File: config.mk
export PLATFORM = sky130hd
export DESIGN_NAME = azt_zone_select
export DESIGN_NICKNAME = d
export VERILOG_FILES = /design/src/core/azt_pkg.sv /design/src/core/azt_zone_select.sv
export SDC_FILE = /design/constraint.sdc
export NUM_CORES = 1
export LEC_CHECK = 0
export ABC_AREA = 1
export BUFFER_PORTS_ARGS = -buffer_cell sky130_fd_sc_hd__clkbuf_2
export CAP_MARGIN = 10
export CORE_MARGIN = 2
export CORE_UTILIZATION = 45
export CTS_CLUSTER_DIAMETER = 40
export CTS_CLUSTER_SIZE = 24
export DETAILED_ROUTE_END_ITERATION = 16
export HOLD_SLACK_MARGIN = 0.05
export PLACE_DENSITY = 0.68
export RECOVER_POWER = 50
export SLEW_MARGIN = 30
export SYNTH_ARGS = -nofsm -noshare
export SYNTH_HDL_FRONTEND = slang
export SYNTH_SLANG_ARGS = --single-unit
File: constraint.sdc
create_clock -name ref_clk_in -period 2.2 [get_ports ref_clk_in]
set_input_delay 0.22 -clock ref_clk_in [delete_from_list [all_inputs] [get_ports ref_clk_in]]
set_output_delay 0.22 -clock ref_clk_in [all_outputs]
set_load 0.01 [all_outputs]
File: src/core/azt_pkg.sv
// Package with register map, reset values and zone codes of the zone selector.
package azt_pkg;

  // ==========================================================================
  // Register map
  localparam logic [7:0] AZT_ADDR_THRESHOLD_0  = 8'h60;
  localparam logic [7:0] AZT_ADDR_THRESHOLD_1  = 8'h61;
  localparam logic [7:0] AZT_ADDR_THRESHOLD_2  = 8'h62;
  localparam logic [7:0] AZT_ADDR_THRESHOLD_3  = 8'h63;
  localparam logic [7:0] AZT_ADDR_BRIGHTNESS_0 = 8'h70;
  localparam logic [7:0] AZT_ADDR_BRIGHTNESS_1 = 8'h71;
  localparam logic [7:0] AZT_ADDR_BRIGHTNESS_2 = 8'h72;
  localparam logic [7:0] AZT_ADDR_BRIGHTNESS_3 = 8'h73;
  localparam logic [7:0] AZT_ADDR_BRIGHTNESS_4 = 8'h74;

  // ==========================================================================
  // Reset values
  localparam logic [7:0] AZT_RST_THRESHOLD_0  = 8'h33;
  localparam logic [7:0] AZT_RST_THRESHOLD_1  = 8'h66;
  localparam logic [7:0] AZT_RST_THRESHOLD_2  = 8'h99;
  localparam logic [7:0] AZT_RST_THRESHOLD_3  = 8'hCC;
  localparam logic [6:0] AZT_RST_BRIGHTNESS_0 = 7'h19;
  localparam logic [6:0] AZT_RST_BRIGHTNESS_1 = 7'h33;
  localparam logic [6:0] AZT_RST_BRIGHTNESS_2 = 7'h4C;
  localparam logic [6:0] AZT_RST_BRIGHTNESS_3 = 7'h66;
  localparam logic [6:0] AZT_RST_BRIGHTNESS_4 = 7'h7F;
  localparam logic [7:0] AZT_READ_UNMAPPED    = 8'h00;
  localparam int         AZT_CODE_MSB         = 6;

  // ==========================================================================
  // Zone codes
  typedef enum logic [2:0] {
    AZT_ZONE_0 = 3'h0,
    AZT_ZONE_1 = 3'h1,
    AZT_ZONE_2 = 3'h2,
    AZT_ZONE_3 = 3'h3,
    AZT_ZONE_4 = 3'h4
  } azt_zone_e;

endpackage : azt_pkg

File: src/core/azt_zone_select.sv
// Zone thresholds, zone targets and active-zone brightness selection.
//
// Operation
// - Four 8-bit thresholds split 1V input range.
// - Thresholds reset to 20/40/60/80 percent scale.
// - Lower thresholds reset 0x33/0x66/0x99 at 0x60-0x62.
// - Five targets; active zone's target drives brightness.
// - Targets are 7-bit codes with documented resets.
// - Below first threshold selects zone zero.
// - Between thresholds selects zones one to three.
// - Above fourth threshold selects zone four.
// - Report 3-bit zone; flag every zone change.
// - Curve select: 0 exponential, 1 linear.
`timescale 1ns/1ps

module azt_zone_select
  import azt_pkg::*;
(
  input  wire logic       ref_clk_in,
  input  wire logic       resetn_in,
  input  wire logic       reg_wr_in,
  input  wire logic       reg_rd_in,
  input  wire logic [7:0] reg_addr_in,
  input  wire logic [7:0] reg_wdata_in,
  output logic      [7:0] reg_rdata_out,
  input  wire logic [7:0] ambient_light_input_in,
  input  wire logic       linear_curve_in,
  output logic      [2:0] zone_out,
  output logic            zone_change_out,
  output logic      [6:0] brightness_code_out,
  output logic            linear_curve_out
);

  // ==========================================================================
  // Register storage
  logic [7:0] zone_threshold_0;
  logic [7:0] zone_threshold_1;
  logic [7:0] zone_threshold_2;
  logic [7:0] zone_threshold_3;
  logic [6:0] zone_brightness_0;
  logic [6:0] zone_brightness_1;
  logic [6:0] zone_brightness_2;
  logic [6:0] zone_brightness_3;
  logic [6:0] zone_brightness_4;

  wire wr_thr_0 = reg_wr_in && (reg_addr_in == AZT_ADDR_THRESHOLD_0);
  wire wr_thr_1 = reg_wr_in && (reg_addr_in == AZT_ADDR_THRESHOLD_1);
  wire wr_thr_2 = reg_wr_in && (reg_addr_in == AZT_ADDR_THRESHOLD_2);
  wire wr_thr_3 = reg_wr_in && (reg_addr_in == AZT_ADDR_THRESHOLD_3);
  wire wr_brt_0 = reg_wr_in && (reg_addr_in == AZT_ADDR_BRIGHTNESS_0);
  wire wr_brt_1 = reg_wr_in && (reg_addr_in == AZT_ADDR_BRIGHTNESS_1);
  wire wr_brt_2 = reg_wr_in && (reg_addr_in == AZT_ADDR_BRIGHTNESS_2);
  wire wr_brt_3 = reg_wr_in && (reg_addr_in == AZT_ADDR_BRIGHTNESS_3);
  wire wr_brt_4 = reg_wr_in && (reg_addr_in == AZT_ADDR_BRIGHTNESS_4);

  // ==========================================================================
  // Threshold registers
  // Thresholds hold the full 8-bit code; no ordering is enforced here.
  always_ff @(posedge ref_clk_in or negedge resetn_in) begin
    if (!resetn_in)
      zone_threshold_0 <= AZT_RST_THRESHOLD_0;
    else if (wr_thr_0)
      zone_threshold_0 <= reg_wdata_in;
  end

  always_ff @(posedge ref_clk_in or negedge resetn_in) begin
    if (!resetn_in)
      zone_threshold_1 <= AZT_RST_THRESHOLD_1;
    else if (wr_thr_1)
      zone_threshold_1 <= reg_wdata_in;
  end

  always_ff @(posedge ref_clk_in or negedge resetn_in) begin
    if (!resetn_in)
      zone_threshold_2 <= AZT_RST_THRESHOLD_2;
    else if (wr_thr_2)
      zone_threshold_2 <= reg_wdata_in;
  end

  always_ff @(posedge ref_clk_in or negedge resetn_in) begin
    if (!resetn_in)
      zone_threshold_3 <= AZT_RST_THRESHOLD_3;
    else if (wr_thr_3)
      zone_threshold_3 <= reg_wdata_in;
  end

  // ==========================================================================
  // Target registers
  // Targets keep only the code field; bit 7 of a write is dropped.
  always_ff @(posedge ref_clk_in or negedge resetn_in) begin
    if (!resetn_in)
      zone_brightness_0 <= AZT_RST_BRIGHTNESS_0;
    else if (wr_brt_0)
      zone_brightness_0 <= reg_wdata_in[AZT_CODE_MSB:0];
  end

  always_ff @(posedge ref_clk_in or negedge resetn_in) begin
    if (!resetn_in)
      zone_brightness_1 <= AZT_RST_BRIGHTNESS_1;
    else if (wr_brt_1)
      zone_brightness_1 <= reg_wdata_in[AZT_CODE_MSB:0];
  end

  always_ff @(posedge ref_clk_in or negedge resetn_in) begin
    if (!resetn_in)
      zone_brightness_2 <= AZT_RST_BRIGHTNESS_2;
    else if (wr_brt_2)
      zone_brightness_2 <= reg_wdata_in[AZT_CODE_MSB:0];
  end

  always_ff @(posedge ref_clk_in or negedge resetn_in) begin
    if (!resetn_in)
      zone_brightness_3 <= AZT_RST_BRIGHTNESS_3;
    else if (wr_brt_3)
      zone_brightness_3 <= reg_wdata_in[AZT_CODE_MSB:0];
  end

  always_ff @(posedge ref_clk_in or negedge resetn_in) begin
    if (!resetn_in)
      zone_brightness_4 <= AZT_RST_BRIGHTNESS_4;
    else if (wr_brt_4)
      zone_brightness_4 <= reg_wdata_in[AZT_CODE_MSB:0];
  end

  // ==========================================================================
  // Read path
  logic [7:0] read_mux;

  always_comb begin
    if (reg_addr_in == AZT_ADDR_THRESHOLD_0)
      read_mux = zone_threshold_0;
    else if (reg_addr_in == AZT_ADDR_THRESHOLD_1)
      read_mux = zone_threshold_1;
    else if (reg_addr_in == AZT_ADDR_THRESHOLD_2)
      read_mux = zone_threshold_2;
    else if (reg_addr_in == AZT_ADDR_THRESHOLD_3)
      read_mux = zone_threshold_3;
    else if (reg_addr_in == AZT_ADDR_BRIGHTNESS_0)
      read_mux = {1'b0, zone_brightness_0};
    else if (reg_addr_in == AZT_ADDR_BRIGHTNESS_1)
      read_mux = {1'b0, zone_brightness_1};
    else if (reg_addr_in == AZT_ADDR_BRIGHTNESS_2)
      read_mux = {1'b0, zone_brightness_2};
    else if (reg_addr_in == AZT_ADDR_BRIGHTNESS_3)
      read_mux = {1'b0, zone_brightness_3};
    else if (reg_addr_in == AZT_ADDR_BRIGHTNESS_4)
      read_mux = {1'b0, zone_brightness_4};
    else
      read_mux = AZT_READ_UNMAPPED;
  end

  // Read data is captured on a read strobe and holds until the next one.
  always_ff @(posedge ref_clk_in or negedge resetn_in) begin
    if (!resetn_in)
      reg_rdata_out <= AZT_READ_UNMAPPED;
    else if (reg_rd_in)
      reg_rdata_out <= read_mux;
  end

  // ==========================================================================
  // Zone classification
  // An input equal to a threshold counts as above it, so ties go upward.
  wire at_or_above_0 = ambient_light_input_in >= zone_threshold_0;
  wire at_or_above_1 = ambient_light_input_in >= zone_threshold_1;
  wire at_or_above_2 = ambient_light_input_in >= zone_threshold_2;
  wire at_or_above_3 = ambient_light_input_in >= zone_threshold_3;

  // Highest crossed threshold wins; with ascending thresholds this is exact.
  azt_zone_e next_zone;
  assign next_zone = at_or_above_3 ? AZT_ZONE_4 :
                     at_or_above_2 ? AZT_ZONE_3 :
                     at_or_above_1 ? AZT_ZONE_2 :
                     at_or_above_0 ? AZT_ZONE_1 :
                                     AZT_ZONE_0;

  logic [6:0] next_brightness_code;

  always_comb begin
    case (next_zone)
      AZT_ZONE_0: next_brightness_code = zone_brightness_0;
      AZT_ZONE_1: next_brightness_code = zone_brightness_1;
      AZT_ZONE_2: next_brightness_code = zone_brightness_2;
      AZT_ZONE_3: next_brightness_code = zone_brightness_3;
      default:    next_brightness_code = zone_brightness_4;
    endcase
  end

  // ==========================================================================
  // Registered outputs
  always_ff @(posedge ref_clk_in or negedge resetn_in) begin
    if (!resetn_in)
      zone_out <= AZT_ZONE_0;
    else
      zone_out <= next_zone;
  end

  // The flag compares the new zone with the one shown now, so it is high
  // for one cycle, the first cycle in which zone_out shows a new zone.
  always_ff @(posedge ref_clk_in or negedge resetn_in) begin
    if (!resetn_in)
      zone_change_out <= 1'b0;
    else
      zone_change_out <= (next_zone != azt_zone_e'(zone_out));
  end

  always_ff @(posedge ref_clk_in or negedge resetn_in) begin
    if (!resetn_in)
      brightness_code_out <= AZT_RST_BRIGHTNESS_0;
    else
      brightness_code_out <= next_brightness_code;
  end

  // The curve select is only retimed here; the current mapper applies it.
  always_ff @(posedge ref_clk_in or negedge resetn_in) begin
    if (!resetn_in)
      linear_curve_out <= 1'b0;
    else
      linear_curve_out <= linear_curve_in;
  end

endmodule : azt_zone_select
==> summary.md <==
| Metric | Value |
|---|---|
| Status | `completed` |
| Iteration-0 DRC Markers | `337` |
| Type of the worst setup path | `flip-flop to flip-flop` |
| Highest Clock Rate | `468.6 MHz` |
| Die H | `111.0 um` |
| Post-route ant nets | `0` |
| Max rail drop VDD | `0.4491 mV` |
| Hold Path Origin | `reg_wdata_in[2]` |
| Yosys reg bits | `87` |
| Crit-path slowest cell | `dfstp_2` |
| Sinks on Clock Net | `87` |
| Final wirelength | `13320 um` |
| Global-route wire length before repair | `21870 um` |
| Clock Path Buffers | `2` |
| Final period util | `0.9699` |
| Worst-Margin Slew | `1.224 ns` |
| Worst path cell trace | `inv_1, ha_1, nand2_1, nor2_2, buf_4, nand2_2, nand3_4, nor2_4, nor2_2, buf_6, nand3_1, nand2_1, inv_1, nand3_1` |
| Crit end category | `flip-flop` |
| Max cap viols | `0` |
| RePlAce Congestion | `0.8773` |
| Crit path from | `zone_threshold_2[7]` |
| Hold Crit Class | `input port to flip-flop` |
| Htree depth | `3` |
| Wire length on met2 | `6420 um` |
| DR DRC count | `0` |
| DPL Wire Length | `9889 um` |
| Avg WL per Cell | `15.31 um` |
| Fin cells | `870` |
| Clk slew on worst S/H paths | `0.07 ns` |
| DR pass1 iterations | `5` |
| CP peak stage delay | `0.54 ns` |
| Area Growth Syn to Fin | `15.93%` |
| Buffers on Ports | `48` |
| Critical R2R Launch | `zone_threshold_2[7]` |
| Largest net degree at the start of global routing | `49` |
| Hold slack | `0.08734 ns` |
| Kind of start point of the critical path | `flip-flop` |
| CTS tree | `done` |
| Total Routing Usage GR | `0.2228` |
| Leakage power | `2.831 nW` |
| Synth Instances | `657` |
| Cts bufs inserted | `9` |
| Slew headroom | `0.1841` |
| Layout cells sized above 1 | `0.2050` |
| Syn Area/Cell | `7.842 um2` |
| Final Hold Fails | `0` |
| Yosys warnings | `0` |
| Worst Path Arrival | `2.35 ns` |
| Commonest non-fill, non-tap cell in the layout | `nand2_1` |
| Worst path required time | `2.42 ns` |
| Clock root cell | `clkbuf_16` |
| Slew Limit Fails | `0` |
| Top layer in use | `met4` |
| Initial core utilization | `0.4571` |
| Via count | `4564` |
| Clk_lat worst skew | `0.35 ns` |
| Routed length on met3 | `757 um` |
| Ant diodes | `0` |
| Global route overflow | `0` |
| Core ar. | `0.01127 mm2` |
| Final #Nets | `783` |
| Die width | `111.0 um` |
| Main synth FF type | `dfrtp_1` |
| Most frequent cells in the layout | `170 x nand2_1, 106 x inv_1, 55 x nor2_1, 47 x dfrtp_1, 40 x dfstp_2` |
| Vias per inst | `5.246` |
| Met1 wire length | `5887 um` |
| Number of global-route vias before repair | `4530` |
| Final setup vio count | `0` |
| Yosys cell types | `36` |
| R2r setup slk | `0.07 ns` |
| Post-synth EDFFs | `0` |
| Die Area | `0.01232 mm2` |
| Post-synthesis sequential area ratio | `0.4322` |
| Syn_nets | `718` |
| Initial antenna violation count | `0` |
| Minimum clock period | `2.134 ns` |
| Async SR Flop Fraction | `1.000` |
| Mapped Area | `0.005152 mm2` |
| Pwr dens | `669.7 mW/mm2` |
| Num ports | `49` |
| Post-layout util | `0.5299` |
| Total power | `0.004000 W` |
| Cells after DPL | `849` |
| Crit-path max FO | `10` |
| Num rows | `39` |
| Setup Skew | `0.01057 ns` |
worst max-delay path, delay by kind of cell (launching register included):
kind | cells | cell delay (ns)
simple gates | 9 | 0.78
flops | 1 | 0.54
buf+inv | 4 | 0.38
fa+ha+maj | 1 | 0.30
cell usage after synthesis (4+ instances only):
library cell,instances,area (um2)
clkbuf_1,4,15.01
o21a_1,10,75.07
a21oi_1,17,85.08
nand3_1,41,205.2
nand2_4,4,45.04
o21ai_0,35,175.2
buf_6,4,45.04
ha_1,32,400.4
o21ai_1,31,155.2
nor2_1,60,225.2
o21ai_2,8,70.07
dfrtp_1,47,1176
nand2_1,171,641.9
dfstp_2,40,1051
nand4_1,8,50.05
buf_2,5,25.02
nand3_2,7,70.07
inv_1,106,397.9
inv_2,4,15.01
path summary, 6_finish.rpt:
| check | to | cells past startpoint |
|---|---|---|
| max | brightness_code_out[6] | 14 |
| min | zone_brightness_4[2] | 3 |
| max reg2reg | brightness_code_out[6] | 14 |
| min reg2reg | zone_threshold_3[2] | 2 |
| max in group asynchronous | brightness_code_out[0] | 3 |
| min in group asynchronous | linear_curve_out | 2 |
stage by stage:
| step | cell area [um2] | TNS, ns | setup WS (ns) |
|---|---|---|---|
| CTS | 5961 | 0 | 0.04766 |
| detailed placement | 5607 | 0 | 0.06203 |
| global route | 5973 | -0.07557 | -0.03342 |
| finish | 5973 | 0 | 0.06615 |
| floorplan | 5152 | 0 | 0.2405 |
| global placement | 5607 | 0 | 0.1533 |
per-layer routing:
metal,vias to the layer above,GRT usage
met5,-,0
met2,147,0.3697
met3,21,0.04483
met4,0,0.07500
li1,2220,-
met1,2176,0.2928
area by class of cell:
class,count,area [um2]
fillers,1083,5299
multi-input cells,444,2435
flip-flops and latches,87,2227
inverters,111,419.2
repair buffers,69,379.1
clock buffers,12,256.5
well taps,143,178.9
clock inverters,4,77.57
where the power goes:
part	internal, W	switching, W
clock	0.00106	0.000654
combinational	0.000176	0.000315
sequential	0.00173	0.0000635
total	0.00297	0.00103
repair_timing:
| action | in CTS | in global routing |
|---|---|---|
| setup endpoints to repair | 0 | 8 |
| hold buffers | 2 | 0 |
| setup buffers | 0 | 3 |
| resized for setup | 0 | 13 |
| endpoints found under the hold margin | 30 | 0 |
cell families (layout without fill, tap and decap cells):
group           Yosys count  in the layout  share of synthesized area
simple gates            304            304                     0.2693
buf+inv                 126            196                     0.1008
compound gates          108            108                     0.1200
flops                    87             87                     0.4322
fa+ha+maj                32             32                    0.07771
registers in the layout (all words and copies together), names as in the netlist:
| name | count |
|---|---|
| reg_rdata_out | 8 |
| zone_threshold_0 | 8 |
| zone_threshold_1 | 8 |
| zone_threshold_2 | 8 |
| zone_threshold_3 | 8 |
| brightness_code_out | 7 |
| zone_brightness_0 | 7 |
| zone_brightness_1 | 7 |
| zone_brightness_2 | 7 |
| zone_brightness_3 | 7 |
| zone_brightness_4 | 7 |
| zone_out | 3 |
| linear_curve_out | 1 |
| zone_change_out | 1 |
Note: power is estimated with default switching activity, not from simulation.
